$ cat config.mk
export PLATFORM = sky130hd
export DESIGN_NAME = precharge_relay_delay_sequencer
export DESIGN_NICKNAME = d
export VERILOG_FILES = /design/src/hdl/precharge_pkg.sv /design/src/hdl/precharge_relay_delay_sequencer.sv
export VERILOG_INCLUDE_DIRS = /design/src /design/src/hdl
export SDC_FILE = /design/constraint.sdc
export NUM_CORES = 1
export LEC_CHECK = 0
export ABC_AREA = 1
export BUFFER_PORTS_ARGS = -buffer_cell sky130_fd_sc_hd__buf_2
export CORE_MARGIN = 4
export CORE_UTILIZATION = 52
export CTS_BUF_LIST = sky130_fd_sc_hd__clkbuf_2
export DETAILED_ROUTE_END_ITERATION = 10
export HOLD_SLACK_MARGIN = 0.06
export PLACE_DENSITY_LB_ADDON = 0.25
export SLEW_MARGIN = 20
export SYNTH_ARGS = -nofsm -noshare
export SYNTH_HDL_FRONTEND = slang
export SYNTH_SLANG_ARGS = --single-unit
$ cat constraint.sdc
create_clock -name clock -period 1.9 [get_ports clock]
set_input_delay 0.38 -clock clock [delete_from_list [all_inputs] [get_ports clock]]
set_output_delay 0.38 -clock clock [all_outputs]
set_load 0.02 [all_outputs]
$ cat src/hdl/precharge_regs.svh
// Register offsets, field positions, reset values and timing figures of the sequencer
`ifndef PRECHARGE_REGS_SVH
`define PRECHARGE_REGS_SVH
`define REG_CTRL 8'h00
`define REG_STATUS 8'h04
`define REG_ELAPSED 8'h08
`define REG_TARGET 8'h0C
`define CTRL_ENABLE_BIT 0
`define CTRL_COMPAT_BIT 1
`define CTRL_RESET 2'h1
`define ST_STATE_LSB 0
`define ST_CHARGE_BIT 2
`define ST_SMALL_BIT 3
`define ST_LARGE_BIT 4
`define ST_NOTIFY_BIT 5
`define ST_SEL_LSB 6
`define CLOCK_HZ 25000000
`define DELAY_ALL_S 2
`define DELAY_TWO_S 3
`define DELAY_ONE_S 6
`endif

$ cat src/hdl/precharge_pkg.sv
// Types shared by the relay delay sequencer
package precharge_pkg;
  typedef enum logic [1:0] {
    SEQ_IDLE = 2'b00,
    SEQ_DELAY = 2'b01,
    SEQ_RUN = 2'b10
  } seq_state_t;
  typedef enum logic [1:0] {
    SEL_NONE = 2'b00,
    SEL_ONE = 2'b01,
    SEL_TWO = 2'b10,
    SEL_ALL = 2'b11
  } jumper_count_t;
  typedef enum logic [1:0] {
    RESP_OKAY = 2'b00,
    RESP_SLVERR = 2'b10
  } axi_resp_t;
endpackage

$ cat src/hdl/precharge_relay_delay_sequencer.sv
// Relay delay sequencer with AXI4-Lite control and status registers
`timescale 1ns/1ps
`default_nettype none
`include "precharge_regs.svh"
module precharge_relay_delay_sequencer #(
  parameter int unsigned CYCLES_PER_SECOND = `CLOCK_HZ,
  parameter int ADDR_W = 8
) (
  // Clock and reset
  input wire logic clock,
  input wire logic rst_n,
  // Controller and cell monitor pins
  input wire logic relay_drive,
  input wire logic over_charge_threshold_hit,
  input wire logic under_voltage_threshold_hit,
  // Delay jumpers, high when shorted
  input wire logic delay_select_jumper_a,
  input wire logic delay_select_jumper_b,
  input wire logic delay_select_jumper_c,
  // Relay coils
  output logic charge_relay,
  output logic small_discharge_relay,
  output logic large_discharge_relay,
  // Indicators and charger link
  output logic delay_phase_indicator,
  output logic charge_path_indicator,
  output logic run_phase_indicator,
  output logic charger_throttle_request,
  // AXI4-Lite write address and data
  input wire logic [ADDR_W-1:0] s_axi_awaddr,
  input wire logic s_axi_awvalid,
  output logic s_axi_awready,
  input wire logic [31:0] s_axi_wdata,
  input wire logic [3:0] s_axi_wstrb,
  input wire logic s_axi_wvalid,
  output logic s_axi_wready,
  // AXI4-Lite write response
  output logic [1:0] s_axi_bresp,
  output logic s_axi_bvalid,
  input wire logic s_axi_bready,
  // AXI4-Lite read
  input wire logic [ADDR_W-1:0] s_axi_araddr,
  input wire logic s_axi_arvalid,
  output logic s_axi_arready,
  output logic [31:0] s_axi_rdata,
  output logic [1:0] s_axi_rresp,
  output logic s_axi_rvalid,
  input wire logic s_axi_rready
);
  localparam int unsigned TARGET_ALL = `DELAY_ALL_S * CYCLES_PER_SECOND;
  localparam int unsigned TARGET_TWO = `DELAY_TWO_S * CYCLES_PER_SECOND;
  localparam int unsigned TARGET_ONE = `DELAY_ONE_S * CYCLES_PER_SECOND;
  localparam int PIN_COUNT = 6;
  // Pin synchronisers, one per pin
  logic [PIN_COUNT-1:0] pin_raw;
  logic [PIN_COUNT-1:0] pin_meta;
  logic [PIN_COUNT-1:0] pin_sync;
  assign pin_raw = {under_voltage_threshold_hit, over_charge_threshold_hit,
                    delay_select_jumper_c, delay_select_jumper_b,
                    delay_select_jumper_a, relay_drive};
  genvar gi;
  generate
    for (gi = 0; gi < PIN_COUNT; gi++) begin : g_sync
      always_ff @(posedge clock or negedge rst_n) begin
        if (!rst_n) begin
          pin_meta[gi] <= 1'b0;
          pin_sync[gi] <= 1'b0;
        end else begin
          pin_meta[gi] <= pin_raw[gi];
          pin_sync[gi] <= pin_meta[gi];
        end
      end
    end
  endgenerate
  logic drive_s;
  logic [2:0] jumpers_s;
  logic over_charge_s;
  logic under_voltage_s;
  assign drive_s = pin_sync[0];
  assign jumpers_s = pin_sync[3:1];
  assign over_charge_s = pin_sync[4];
  assign under_voltage_s = pin_sync[5];
  // Control register
  logic [1:0] ctrl;
  logic seq_enable;
  logic charger_compatible;
  assign seq_enable = ctrl[`CTRL_ENABLE_BIT];
  assign charger_compatible = ctrl[`CTRL_COMPAT_BIT];
  // Jumper decode
  precharge_pkg::jumper_count_t jumper_count;
  logic [31:0] next_target;
  always_comb begin
    jumper_count = precharge_pkg::jumper_count_t'(2'({1'b0, jumpers_s[0]}
                   + {1'b0, jumpers_s[1]} + {1'b0, jumpers_s[2]}));
    case (jumper_count)
      precharge_pkg::SEL_ALL: next_target = 32'(TARGET_ALL);
      precharge_pkg::SEL_TWO: next_target = 32'(TARGET_TWO);
      precharge_pkg::SEL_ONE: next_target = 32'(TARGET_ONE);
      // No jumper fitted: fall back to the longest, gentlest delay
      default: next_target = 32'(TARGET_ONE);
    endcase
  end
  // Sequencer
  precharge_pkg::seq_state_t state;
  logic [31:0] elapsed;
  logic [31:0] target;
  logic [1:0] sel_latched;
  logic active;
  logic start;
  logic delay_done;
  assign active = drive_s && seq_enable;
  assign start = active && (state == precharge_pkg::SEQ_IDLE);
  assign delay_done = (state == precharge_pkg::SEQ_DELAY) && (elapsed == target - 32'h1);
  always_ff @(posedge clock or negedge rst_n) begin
    if (!rst_n) begin
      state <= precharge_pkg::SEQ_IDLE;
    end else if (!active) begin
      state <= precharge_pkg::SEQ_IDLE;
    end else begin
      case (state)
        precharge_pkg::SEQ_IDLE: state <= precharge_pkg::SEQ_DELAY;
        precharge_pkg::SEQ_DELAY: begin
          if (delay_done) begin
            state <= precharge_pkg::SEQ_RUN;
          end
        end
        precharge_pkg::SEQ_RUN: state <= precharge_pkg::SEQ_RUN;
        default: state <= precharge_pkg::SEQ_IDLE;
      endcase
    end
  end
  // Delay timer; jumpers only matter at sequence start
  always_ff @(posedge clock or negedge rst_n) begin
    if (!rst_n) begin
      elapsed <= 32'h0;
      target <= 32'h0;
      sel_latched <= 2'h0;
    end else if (!active) begin
      elapsed <= 32'h0;
    end else if (start) begin
      elapsed <= 32'h0;
      target <= next_target;
      sel_latched <= jumper_count;
    end else if (state == precharge_pkg::SEQ_DELAY) begin
      elapsed <= elapsed + 32'h1;
    end
  end
  // Relay coils
  always_ff @(posedge clock or negedge rst_n) begin
    if (!rst_n) begin
      charge_relay <= 1'b0;
      small_discharge_relay <= 1'b0;
      large_discharge_relay <= 1'b0;
    end else if (!active) begin
      charge_relay <= 1'b0;
      small_discharge_relay <= 1'b0;
      large_discharge_relay <= 1'b0;
    end else begin
      // On over-charge a throttling charger keeps its path; any other charger is cut off
      charge_relay <= !(over_charge_s && !charger_compatible);
      small_discharge_relay <= start || (state == precharge_pkg::SEQ_DELAY && !delay_done);
      large_discharge_relay <= delay_done || (state == precharge_pkg::SEQ_RUN);
    end
  end

  // Indicators and charger notification
  always_ff @(posedge clock or negedge rst_n) begin
    if (!rst_n) begin
      charge_path_indicator <= 1'b0;
      delay_phase_indicator <= 1'b0;
      run_phase_indicator <= 1'b0;
      charger_throttle_request <= 1'b0;
    end else begin
      charge_path_indicator <= charge_relay && !over_charge_s;
      delay_phase_indicator <= small_discharge_relay && !under_voltage_s;
      run_phase_indicator <= large_discharge_relay && !under_voltage_s;
      charger_throttle_request <= active && over_charge_s && charger_compatible;
    end
  end

  // AXI4-Lite write side; address and data taken in either order
  logic aw_held;
  logic w_held;
  logic [ADDR_W-1:0] aw_addr;
  logic [31:0] w_data;
  logic [3:0] w_strb;
  logic do_write;
  assign do_write = aw_held && w_held && !s_axi_bvalid;

  always_ff @(posedge clock or negedge rst_n) begin
    if (!rst_n) begin
      aw_held <= 1'b0;
      aw_addr <= '0;
      s_axi_awready <= 1'b0;
    end else if (do_write) begin
      aw_held <= 1'b0;
    end else if (!aw_held && s_axi_awvalid && s_axi_awready) begin
      aw_held <= 1'b1;
      aw_addr <= s_axi_awaddr;
      s_axi_awready <= 1'b0;
    end else begin
      s_axi_awready <= !aw_held && !s_axi_awready;
    end
  end

  always_ff @(posedge clock or negedge rst_n) begin
    if (!rst_n) begin
      w_held <= 1'b0;
      w_data <= 32'h0;
      w_strb <= 4'h0;
      s_axi_wready <= 1'b0;
    end else if (do_write) begin
      w_held <= 1'b0;
    end else if (!w_held && s_axi_wvalid && s_axi_wready) begin
      w_held <= 1'b1;
      w_data <= s_axi_wdata;
      w_strb <= s_axi_wstrb;
      s_axi_wready <= 1'b0;
    end else begin
      s_axi_wready <= !w_held && !s_axi_wready;
    end
  end

  always_ff @(posedge clock or negedge rst_n) begin
    if (!rst_n) begin
      s_axi_bvalid <= 1'b0;
      s_axi_bresp <= precharge_pkg::RESP_OKAY;
    end else if (do_write) begin
      s_axi_bvalid <= 1'b1;
      s_axi_bresp <= (aw_addr == ADDR_W'(`REG_CTRL)) ? precharge_pkg::RESP_OKAY
                     : precharge_pkg::RESP_SLVERR;
    end else if (s_axi_bready) begin
      s_axi_bvalid <= 1'b0;
    end
  end

  always_ff @(posedge clock or negedge rst_n) begin
    if (!rst_n) begin
      ctrl <= `CTRL_RESET;
    end else if (do_write && aw_addr == ADDR_W'(`REG_CTRL) && w_strb[0]) begin
      ctrl <= w_data[1:0];
    end
  end

  // AXI4-Lite read side
  logic [31:0] read_value;
  logic read_hit;
  always_comb begin
    read_value = 32'h0;
    read_hit = 1'b1;
    case (s_axi_araddr)
      ADDR_W'(`REG_CTRL): read_value = {30'h0, ctrl};
      ADDR_W'(`REG_STATUS): begin
        read_value[`ST_STATE_LSB +: 2] = state;
        read_value[`ST_CHARGE_BIT] = charge_relay;
        read_value[`ST_SMALL_BIT] = small_discharge_relay;
        read_value[`ST_LARGE_BIT] = large_discharge_relay;
        read_value[`ST_NOTIFY_BIT] = charger_throttle_request;
        read_value[`ST_SEL_LSB +: 2] = sel_latched;
      end
      ADDR_W'(`REG_ELAPSED): read_value = elapsed;
      ADDR_W'(`REG_TARGET): read_value = target;
      default: read_hit = 1'b0;
    endcase
  end

  always_ff @(posedge clock or negedge rst_n) begin
    if (!rst_n) begin
      s_axi_arready <= 1'b0;
      s_axi_rvalid <= 1'b0;
      s_axi_rdata <= 32'h0;
      s_axi_rresp <= precharge_pkg::RESP_OKAY;
    end else if (s_axi_arvalid && s_axi_arready) begin
      s_axi_arready <= 1'b0;
      s_axi_rvalid <= 1'b1;
      s_axi_rdata <= read_value;
      s_axi_rresp <= read_hit ? precharge_pkg::RESP_OKAY : precharge_pkg::RESP_SLVERR;
    end else if (s_axi_rvalid) begin
      if (s_axi_rready) begin
        s_axi_rvalid <= 1'b0;
      end
    end else begin
      s_axi_arready <= !s_axi_arready;
    end
  end

  // Checks
  close_at_once_a: assert property (@(posedge clock) disable iff (!rst_n)
    start |=> small_discharge_relay && !large_discharge_relay)
    else $error("small relay not closed at sequence start");
  large_after_delay_a: assert property (@(posedge clock) disable iff (!rst_n)
    $rose(large_discharge_relay) |-> $past(elapsed) == $past(target) - 32'h1)
    else $error("large relay closed before the delay ran out");
  small_opens_a: assert property (@(posedge clock) disable iff (!rst_n)
    large_discharge_relay |-> !small_discharge_relay)
    else $error("small relay still closed with large relay");
  jumper_decode_a: assert property (@(posedge clock) disable iff (!rst_n)
    start && jumpers_s == 3'h7 |=> target == 32'(TARGET_ALL))
    else $error("all jumpers did not select the short delay");
  charge_led_a: assert property (@(posedge clock) disable iff (!rst_n)
    charge_path_indicator |-> $past(charge_relay) && !$past(over_charge_s))
    else $error("charge indicator lit without a closed charge path");
  delay_led_a: assert property (@(posedge clock) disable iff (!rst_n)
    delay_phase_indicator |-> $past(small_discharge_relay) && !$past(under_voltage_s))
    else $error("delay indicator lit outside the delay phase");
  run_led_a: assert property (@(posedge clock) disable iff (!rst_n)
    $rose(large_discharge_relay) && !under_voltage_s |=> run_phase_indicator
    && !delay_phase_indicator)
    else $error("run indicator did not take over after the delay");
  notify_charger_a: assert property (@(posedge clock) disable iff (!rst_n)
    active && over_charge_s && charger_compatible |=> charger_throttle_request && charge_relay)
    else $error("compatible charger not notified on over-charge");
  plain_charger_a: assert property (@(posedge clock) disable iff (!rst_n)
    active && over_charge_s && !charger_compatible |=> !charge_relay
    && !charger_throttle_request)
    else $error("charge relay kept closed for a plain charger");
  release_all_a: assert property (@(posedge clock) disable iff (!rst_n)
    !active |=> !charge_relay && !small_discharge_relay && !large_discharge_relay
    && elapsed == 32'h0 && state == precharge_pkg::SEQ_IDLE)
    else $error("relays or timer not cleared on drive release");
  timer_steps_a: assert property (@(posedge clock) disable iff (!rst_n)
    state == precharge_pkg::SEQ_DELAY && active && !delay_done |=> elapsed == $past(elapsed) + 32'h1)
    else $error("delay timer missed a local clock cycle");
endmodule // precharge_relay_delay_sequencer
`default_nettype wire

==> impl_metrics.xml, run 1 <==
<?xml version="1.0" encoding="UTF-8"?>
<metrics>
  <group name="run_status">
    <metric name="run_status" unit="">finished with violations</metric>
    <metric name="failed_checks" unit="">setup timing</metric>
  </group>
  <group name="power">
    <metric name="total_leakage_power" unit="nW">3.757</metric>
    <metric name="p_sw" unit="mW">2.956</metric>
    <metric name="power_density" unit="nW/um2">1014</metric>
    <metric name="combPwrFrac" unit="">0.372</metric>
    <metric name="power.ir.vdd_worst" unit="V">0.0007431</metric>
    <metric name="power_frac_clock" unit="">0.229</metric>
    <metric name="switching_part_of_the_total" unit="">0.3771</metric>
    <metric name="sequentialPowerShare" unit="">0.399</metric>
    <metric name="power_report.internal_total" unit="mW">4.883</metric>
  </group>
  <group name="logic_synthesis">
    <metric name="yosys.cell_types.count" unit="">49</metric>
    <metric name="instance_count_of_the_mapped_netlist" unit="">733</metric>
    <metric name="synth_edf_count" unit="">0</metric>
    <metric name="synth.yosys.seq_area_share" unit="">0.4881</metric>
    <metric name="yosysTopAreaCellShare" unit="">0.4836</metric>
    <metric name="avgSynthCellArea" unit="um2">7.977</metric>
    <metric name="postSynthRegisterBits" unit="">114</metric>
    <metric name="synthTopCellsByArea" unit="">dfrtp_1 (48%), nand2_1 (12%), inv_1 (5.4%)</metric>
    <metric name="yosysWarningCount" unit="">0</metric>
    <metric name="postSynth.asyncResetShare" unit="">1.000</metric>
    <metric name="post-synth-top-area-cell" unit="">dfrtp_1</metric>
    <metric name="post_synth_instance_area" unit="um2">5847</metric>
    <metric name="dominantRegCellSynth" unit="">dfrtp_1</metric>
  </group>
  <group name="setup_path">
    <metric name="crit_cells" unit="">13</metric>
    <metric name="worst_r2r_path_cells" unit="">13</metric>
    <metric name="rrSetupSlack" unit="ps">-170</metric>
    <metric name="critical_path.most_common_cell" unit="">nand2_2</metric>
    <metric name="timing.critical_path.from_type" unit="">register</metric>
    <metric name="worstPathArrival" unit="ps">2670</metric>
    <metric name="timing.critical_path.from" unit="">target[26]$_DFFE_PN0P_</metric>
    <metric name="cpMaxStageDelayCell" unit="">dfrtp_1</metric>
    <metric name="crit_chain" unit="">buf_6 -&gt; nor2_4 -&gt; buf_6 -&gt; nand3_4 -&gt; nand2_2 -&gt; nand2_2 -&gt; nand2_2 -&gt; nand3_1 -&gt; nor2_1 -&gt; nand2_1 -&gt; nor2_2 -&gt; nand3_2 -&gt; a21oi_2</metric>
    <metric name="worst_path_dominant_cell_family" unit="">simple AND/OR/NAND/NOR gates</metric>
    <metric name="crit_buf_inv" unit="">2</metric>
    <metric name="worst_r2r_startpoint" unit="">target[26]$_DFFE_PN0P_</metric>
    <metric name="end_kind" unit="">register</metric>
    <metric name="critPathCapture" unit="">large_discharge_relay$_DFF_PN0_</metric>
    <metric name="critPathRequiredTime" unit="ps">2490</metric>
    <metric name="regToRegEndpoint" unit="">large_discharge_relay$_DFF_PN0_</metric>
    <metric name="worstSetupPathType" unit="">register to register</metric>
    <metric name="top_fanout_value_on_the_critical_path" unit="">7</metric>
    <metric name="cpPeakStageDelay" unit="ps">450</metric>
  </group>
  <group name="global_route">
    <metric name="grt.total_usage" unit="">0.2885</metric>
    <metric name="grt_max_degree" unit="">47</metric>
    <metric name="use_met1" unit="">0.3707</metric>
    <metric name="global_route.overflow_total" unit="">0</metric>
    <metric name="gr-max-usage-layer" unit="">met2</metric>
    <metric name="grt_pass1_vias" unit="">5790</metric>
    <metric name="grt_pass1_wl" unit="um">29100</metric>
    <metric name="gr-usage-met2" unit="">0.4711</metric>
    <metric name="grtUsageMet3" unit="">0.06684</metric>
    <metric name="initial_antenna_violation_count" unit="">0</metric>
  </group>
  <group name="timing">
    <metric name="setup_ws" unit="ps">-174.4</metric>
    <metric name="fmax" unit="MHz">482.1</metric>
    <metric name="finalSetupViolations" unit="">4</metric>
    <metric name="timing_hold_violations_final" unit="">0</metric>
    <metric name="setup_repair_after_global_routing_missed_its_margin" unit="">true</metric>
    <metric name="totalNegativeSetupSlack" unit="ps">-622.8</metric>
    <metric name="final-max-slew-violation-count" unit="">0</metric>
    <metric name="layout_worst_path_cycle_share" unit="">1.092</metric>
    <metric name="finalClockSkew" unit="ps">26.37</metric>
    <metric name="layout_min_cycle_time" unit="ps">2074</metric>
  </group>
  <group name="detailed_routing">
    <metric name="avgViaCountPerCell" unit="">5.403</metric>
    <metric name="routedWlPerCell" unit="um">16.65</metric>
    <metric name="wl" unit="um">17890</metric>
    <metric name="drtPass1Iterations" unit="">5</metric>
    <metric name="total_number_of_vias" unit="">5803</metric>
    <metric name="postRouteAntennaNets" unit="">0</metric>
    <metric name="drt_iter0_markers" unit="">473</metric>
    <metric name="drcViolationCount" unit="">0</metric>
  </group>
  <group name="final_layout">
    <metric name="finalNetCount" unit="">993</metric>
    <metric name="fillerInstances" unit="">901</metric>
    <metric name="layout.core_utilization" unit="">0.7069</metric>
    <metric name="layout.cells.most_common" unit="">nand2_1</metric>
    <metric name="final_layout_size_suffix_gt1_frac" unit="">0.2880</metric>
    <metric name="areaGrowthSynthToFinish" unit="%">32.21</metric>
    <metric name="most-common-layout-cells" unit="">nand2_1 (178), dfrtp_1 (113), inv_1 (81)</metric>
    <metric name="antennaDiodeCount" unit="">0</metric>
  </group>
  <group name="floorplan">
    <metric name="die_width" unit="um">114.0</metric>
    <metric name="fp.coreArea" unit="um2">10940</metric>
    <metric name="ioPinCount" unit="">113</metric>
    <metric name="dieHeight" unit="um">114.0</metric>
    <metric name="placement_rows" unit="">38</metric>
    <metric name="floorplan.initialDensity" unit="">0.5347</metric>
    <metric name="die_footprint" unit="um2">13000</metric>
  </group>
  <group name="placement">
    <metric name="place_congestion" unit="">0.9793</metric>
    <metric name="place_hpwl" unit="um">12990</metric>
    <metric name="port_buffers" unit="">77</metric>
  </group>
  <group name="cts">
    <metric name="clock-sinks" unit="">114</metric>
    <metric name="clock_insertion_delay_worst_skew" unit="ps">680</metric>
    <metric name="clock_tree.htree_level_count" unit="">4</metric>
    <metric name="clockBufferDepth" unit="">2</metric>
    <metric name="cts_root_buffer" unit="">clkbuf_2</metric>
    <metric name="clkSlewWorstSetupHoldPaths" unit="ps">170</metric>
    <metric name="cts-buffers-inserted" unit="">17</metric>
    <metric name="cts_tree" unit="">yes</metric>
  </group>
  <group name="min_path">
    <metric name="worstHoldPathType" unit="">input port to register</metric>
  </group>
  <group name="run">
    <metric name="cap_violations" unit="">0</metric>
  </group>
</metrics>
## power groups by stage
stage               sequential [mW]  combinational (mW)  clock (mW)
floorplan                      3.34                1.32           0
global placement               3.14                2.57           0
detailed placement             3.16                2.62           0
CTS                            3.11                2.78        1.83
global route                   3.18                3.21        1.95
finish                         3.13                2.92        1.79
## worst register-to-register path, cell delays in order (launching register included)
cell and delay [ps]:
dfrtp_1 450, buf_6 140, nor2_4 220, buf_6 140, nand3_4 130, nand2_2 110, nand2_2 50, nand2_2 80
nand3_1 80, nor2_1 110, nand2_1 80, nor2_2 170, nand3_2 100, a21oi_2 140
## through the flow
stage	power, mW	hold WS, ps	area, um2	cells	worst slack [ps]
2_1_floorplan	4.657	84.41	5878	734	41.55
3_3_place_gp	5.710	305.2	6904	1002	-129.7
3_5_place_dp	5.778	308.5	6904	1002	-142.6
4_1_cts	7.709	73.09	7478	1063	-139.0
5_1_grt	8.335	79.68	7730	1074	-332.2
6_report	7.839	136.7	7730	1074	-174.4
## worst min path at each step
stage / from / end / slack, ps / depth (start not counted)
final: s_axi_araddr[4] / s_axi_rresp[1]$_DFFE_PN0P_ / 140 / 5
after global routing: s_axi_araddr[6] / s_axi_rresp[1]$_DFFE_PN0P_ / 80 / 5
after CTS: s_axi_araddr[4] / s_axi_rresp[1]$_DFFE_PN0P_ / 70 / 5
after detailed placement: rst_n / s_axi_rdata[24]$_DFFE_PN0P_ / 310 / 1
after global placement: rst_n / s_axi_rdata[24]$_DFFE_PN0P_ / 310 / 1
after floorplan: rst_n / aw_addr[0]$_DFFE_PN0P_ / 80 / 0
## flip-flops by register name, indices dropped and copies added, names as in the netlist, 2 cells and up
signal / count
elapsed: 32
ctrl: 2
jumpers_s: 3
w_data: 2
s_axi_rdata: 32
state: 2
aw_addr: 8
target: 5
pin_meta: 6
sel_latched: 2
## timing repair
action                                  4_1_cts  5_1_grt
resized for setup                             9       52
cloned                                        1        0
setup buffers                                 6       10
endpoints found under the hold margin       132        4
endpoints found under the setup margin        8       24
hold buffers                                 22        1
pin swaps                                    15       28
## synthesized netlist by cell type (7+ instances only)
master and n:
nand2_1 191, dfrtp_1 113, inv_1 84, nor2_1 75
nand3_1 43, o21ai_0 42, a21oi_1 29, nor3_1 17
a31oi_1 10, clkbuf_1 9, nand4_1 9, o22ai_1 9
mux2_2 8, o31ai_1 8, xnor2_1 8, inv_2 7
## metal layers
layer / vias up / routed length, um
met3: 41 / 1010
met4: 0 / 570
met5: - / 0
li1: 2777 / -
met1: 2775 / 7505
met2: 210 / 8800
## cell type report
class / count / area [um2] / area share
clock buffer: 19 / 95.09 / 0.01230
clock inverter: 13 / 167.7 / 0.02169
inverter: 91 / 341.6 / 0.04419
multi-input combinational: 514 / 2803 / 0.3626
sequential: 114 / 2854 / 0.3692
tap: 140 / 175.2 / 0.02266
timing repair buffer: 183 / 1294 / 0.1674
## cell families after synthesis
group,count (synthesis),synth area share
and+or+nand+nor,370,0.2780
other,1,0.0006414
muxes,8,0.01541
xor gates and xnor gates,11,0.01648
buffers and inverters,107,0.07169
AOI/OAI and AO/OA,115,0.1134
adders and majority gates,7,0.01626
DFF,114,0.4881
No activity file was read; power rests on OpenSTA's default activity.
==> run 2: changes to the inputs <==
Clock period 1.9 ns to 1.8 ns, I/O delays scaled along.
==> run 2 against run 1 <==
Total power rose by 2.4%. Largest cell class is now multi-input combinational cells. Clock power shrank 5%. Critical endpoint is now small_discharge_relay$_DFF_PN0_. Cell count rose by 3.3%. Worst hold slack got worse by 12 ps. Combinational power up 4%. The flow still finishes with violations (setup timing).
==> impl_metrics.xml, run 2 (synthesis results as in run 1) <==
<?xml version="1.0" encoding="UTF-8"?>
<metrics>
  <group name="detailed_routing">
    <metric name="drcViolationCount" unit="">0</metric>
    <metric name="avgViaCountPerCell" unit="">5.376</metric>
    <metric name="routedWlPerCell" unit="um">16.98</metric>
    <metric name="top_signal_layer_used" unit="">met4</metric>
    <metric name="met3_wirelength" unit="um">903</metric>
    <metric name="wl" unit="um">18830</metric>
    <metric name="drtPass1Iterations" unit="">7</metric>
    <metric name="total_number_of_vias" unit="">5962</metric>
    <metric name="met1Wirelength" unit="um">7606</metric>
    <metric name="drt_iter0_markers" unit="">408</metric>
    <metric name="detailroute.wirelength.met2" unit="um">9746</metric>
    <metric name="postRouteAntennaNets" unit="">0</metric>
  </group>
  <group name="final_layout">
    <metric name="total_area_of_multi_input_combinational_cells" unit="um2">2860</metric>
    <metric name="layout.core_utilization" unit="">0.7363</metric>
    <metric name="layout.cells.most_common" unit="">nand2_1</metric>
    <metric name="reg_top3" unit="">elapsed: 32 flops, s_axi_rdata: 32 flops, aw_addr: 8 flops</metric>
    <metric name="fillerInstances" unit="">851</metric>
    <metric name="most-common-layout-cells" unit="">nand2_1 (178), dfrtp_1 (109), buf_4 (106)</metric>
    <metric name="seq_area" unit="um2">2859</metric>
    <metric name="areaGrowthSynthToFinish" unit="%">37.71</metric>
    <metric name="finalNetCount" unit="">1027</metric>
    <metric name="final_layout_size_suffix_gt1_frac" unit="">0.3244</metric>
  </group>
  <group name="global_route">
    <metric name="grt_max_degree" unit="">31</metric>
    <metric name="global_route.overflow_total" unit="">0</metric>
    <metric name="initial_antenna_violation_count" unit="">1</metric>
    <metric name="grt.total_usage" unit="">0.3040</metric>
    <metric name="grt_pass1_wl" unit="um">30210</metric>
    <metric name="grt_pass1_vias" unit="">6016</metric>
  </group>
  <group name="run_status">
    <metric name="run_status" unit="">finished with violations</metric>
    <metric name="failed_checks" unit="">setup timing</metric>
  </group>
  <group name="power">
    <metric name="power.ir.vdd_worst" unit="V">0.0009000</metric>
    <metric name="power_frac_clock" unit="">0.212</metric>
    <metric name="p_sw" unit="mW">3.152</metric>
    <metric name="total_leakage_power" unit="nW">3.940</metric>
    <metric name="combPwrFrac" unit="">0.378</metric>
    <metric name="power_report.internal_total" unit="mW">4.879</metric>
    <metric name="sequentialPowerShare" unit="">0.410</metric>
    <metric name="power_density" unit="nW/um2">997.4</metric>
    <metric name="switching_part_of_the_total" unit="">0.3924</metric>
  </group>
  <group name="placement">
    <metric name="place_hpwl" unit="um">14110</metric>
    <metric name="pre_cts_slack" unit="ps">-188.3</metric>
    <metric name="place_congestion" unit="">0.9199</metric>
    <metric name="port_buffers" unit="">77</metric>
  </group>
  <group name="floorplan">
    <metric name="die_footprint" unit="um2">13000</metric>
    <metric name="fp.coreArea" unit="um2">10940</metric>
    <metric name="die_width" unit="um">114.0</metric>
    <metric name="placement_rows" unit="">38</metric>
    <metric name="dieHeight" unit="um">114.0</metric>
    <metric name="floorplan.initialDensity" unit="">0.5347</metric>
    <metric name="ioPinCount" unit="">113</metric>
  </group>
  <group name="timing">
    <metric name="finalSetupViolations" unit="">4</metric>
    <metric name="max_slew.worst_pin.slew" unit="ps">537.6</metric>
    <metric name="setup_ws" unit="ps">-211.8</metric>
    <metric name="final-max-slew-violation-count" unit="">0</metric>
    <metric name="maxSlewHeadroom" unit="">0.6388</metric>
    <metric name="layout_worst_path_cycle_share" unit="">1.118</metric>
    <metric name="finalClockSkew" unit="ps">18.86</metric>
    <metric name="setup_repair_after_global_routing_missed_its_margin" unit="">true</metric>
    <metric name="layout_min_cycle_time" unit="ps">2012</metric>
    <metric name="timing_hold_violations_final" unit="">0</metric>
    <metric name="fmax" unit="MHz">497.1</metric>
  </group>
  <group name="cts">
    <metric name="clock-sinks" unit="">114</metric>
    <metric name="cts_tree" unit="">yes</metric>
    <metric name="clock_tree.htree_level_count" unit="">4</metric>
    <metric name="cts_root_buffer" unit="">clkbuf_2</metric>
    <metric name="clkSlewWorstSetupHoldPaths" unit="ps">180</metric>
    <metric name="clockBufferDepth" unit="">2</metric>
    <metric name="cts-buffers-inserted" unit="">17</metric>
    <metric name="clock_insertion_delay_worst_skew" unit="ps">720</metric>
  </group>
  <group name="setup_path">
    <metric name="worstSetupPathType" unit="">register to register</metric>
    <metric name="critical_path.most_common_cell" unit="">nand2_1</metric>
    <metric name="end_kind" unit="">register</metric>
    <metric name="critPathRequiredTime" unit="ps">2420</metric>
    <metric name="worstPathArrival" unit="ps">2630</metric>
    <metric name="crit_chain" unit="">nor2_4 -&gt; nand3_4 -&gt; buf_4 -&gt; o21ai_2 -&gt; nand2_1 -&gt; nor2_1 -&gt; nand2_1 -&gt; nor2_2 -&gt; nand3_2 -&gt; nand2_2 -&gt; nand2_1</metric>
    <metric name="cpPeakStageDelay" unit="ps">490</metric>
    <metric name="cpMaxStageDelayCell" unit="">dfrtp_2</metric>
    <metric name="top_fanout_value_on_the_critical_path" unit="">13</metric>
    <metric name="timing.critical_path.from_type" unit="">register</metric>
  </group>
  <group name="run">
    <metric name="cap_violations" unit="">0</metric>
  </group>
  <group name="min_path">
    <metric name="worstHoldPathType" unit="">input port to async pin</metric>
  </group>
</metrics>
-- run 2: changes by cell type in the layout (fill, tap and decap cells not counted), sizes merged --
| cell | before | now |
|---|---|---|
| inv | 91 | 92 |
| bufinv | 4 | 2 |
| nand3 | 48 | 47 |
| clkbuf | 19 | 17 |
| buf | 160 | 189 |
| diode | 0 | 1 |
| clkinvlp | 0 | 3 |
| dlygate4sd3 | 23 | 29 |
-- run 2: critical path, delay by kind of cell (launching register included) --
kind,cells,cell delay [ps]
simple gates,9,1130
flops,1,490
buf+inv,1,200
compound gates,1,90
-- run 2: final timing paths --
check,start,endpoint,slack [ps],cells past startpoint
setup reg to reg,target[26]$_DFFE_PN0P_,small_discharge_relay$_DFF_PN0_,-210,11
setup / recovery,target[26]$_DFFE_PN0P_,small_discharge_relay$_DFF_PN0_,-210,11
max in group asynchronous,rst_n,target[25]$_DFFE_PN0P_,1070,3
hold / removal,rst_n,s_axi_rdata[28]$_DFFE_PN0P_,120,2
hold reg to reg,pin_meta[1]$_DFF_PN0_,jumpers_s[0]$_DFF_PN0_,370,0
min in group clock,s_axi_arvalid,s_axi_rresp[1]$_DFFE_PN0P_,190,4
-- run 2: per-layer routing --
metal  vias up  global-route usage
met5         -                   0
met4         0              0.1275
met3        44             0.06790
met2       186              0.5258
met1      2888              0.3658
li1       2844                   -
-- run 2: repair_timing --
item | 4_1_cts | 5_1_grt
pin swaps | 4 | 19
hold buffers | 29 | 0
gates resized for setup | 17 | 65
setup endpoints to repair | 18 | 27
endpoints found under the hold margin | 136 | 0
buffers inserted | 2 | 11
-- run 2: layout make-up --
type / instances / area share
multi-input combinational: 513 / 0.3552
sequential: 114 / 0.3551
timing repair buffer: 218 / 0.1963
inverter: 91 / 0.04305
tap: 140 / 0.02176
clock inverter: 15 / 0.01772
clock buffer: 17 / 0.01057
antenna: 1 / 0.0003108
-- run 2: power groups by stage --
| stage | combinational, mW | clock, mW | sequential [mW] |
|---|---|---|---|
| after floorplan | 1.40 | 0 | 3.54 |
| after global placement | 2.82 | 0 | 3.31 |
| after detailed placement | 2.88 | 0 | 3.35 |
| after CTS | 2.96 | 1.73 | 3.29 |
| after global routing | 3.34 | 1.85 | 3.35 |
| final | 3.04 | 1.70 | 3.30 |
-- run 2: metrics by stage --
step / hold WS, ps / instance area [um2] / power, mW / std cells / TNS [ps]
finish: 124.3 / 8051 / 8.031 / 1109 / -735.6
global route: 84.93 / 8051 / 8.548 / 1109 / -1927
CTS: 72.26 / 7767 / 7.989 / 1097 / -668.6
detailed placement: 337.2 / 7174 / 6.230 / 1034 / -1367
global placement: 331.5 / 7174 / 6.128 / 1034 / -892.4
floorplan: 64.41 / 5896 / 4.936 / 734 / 0
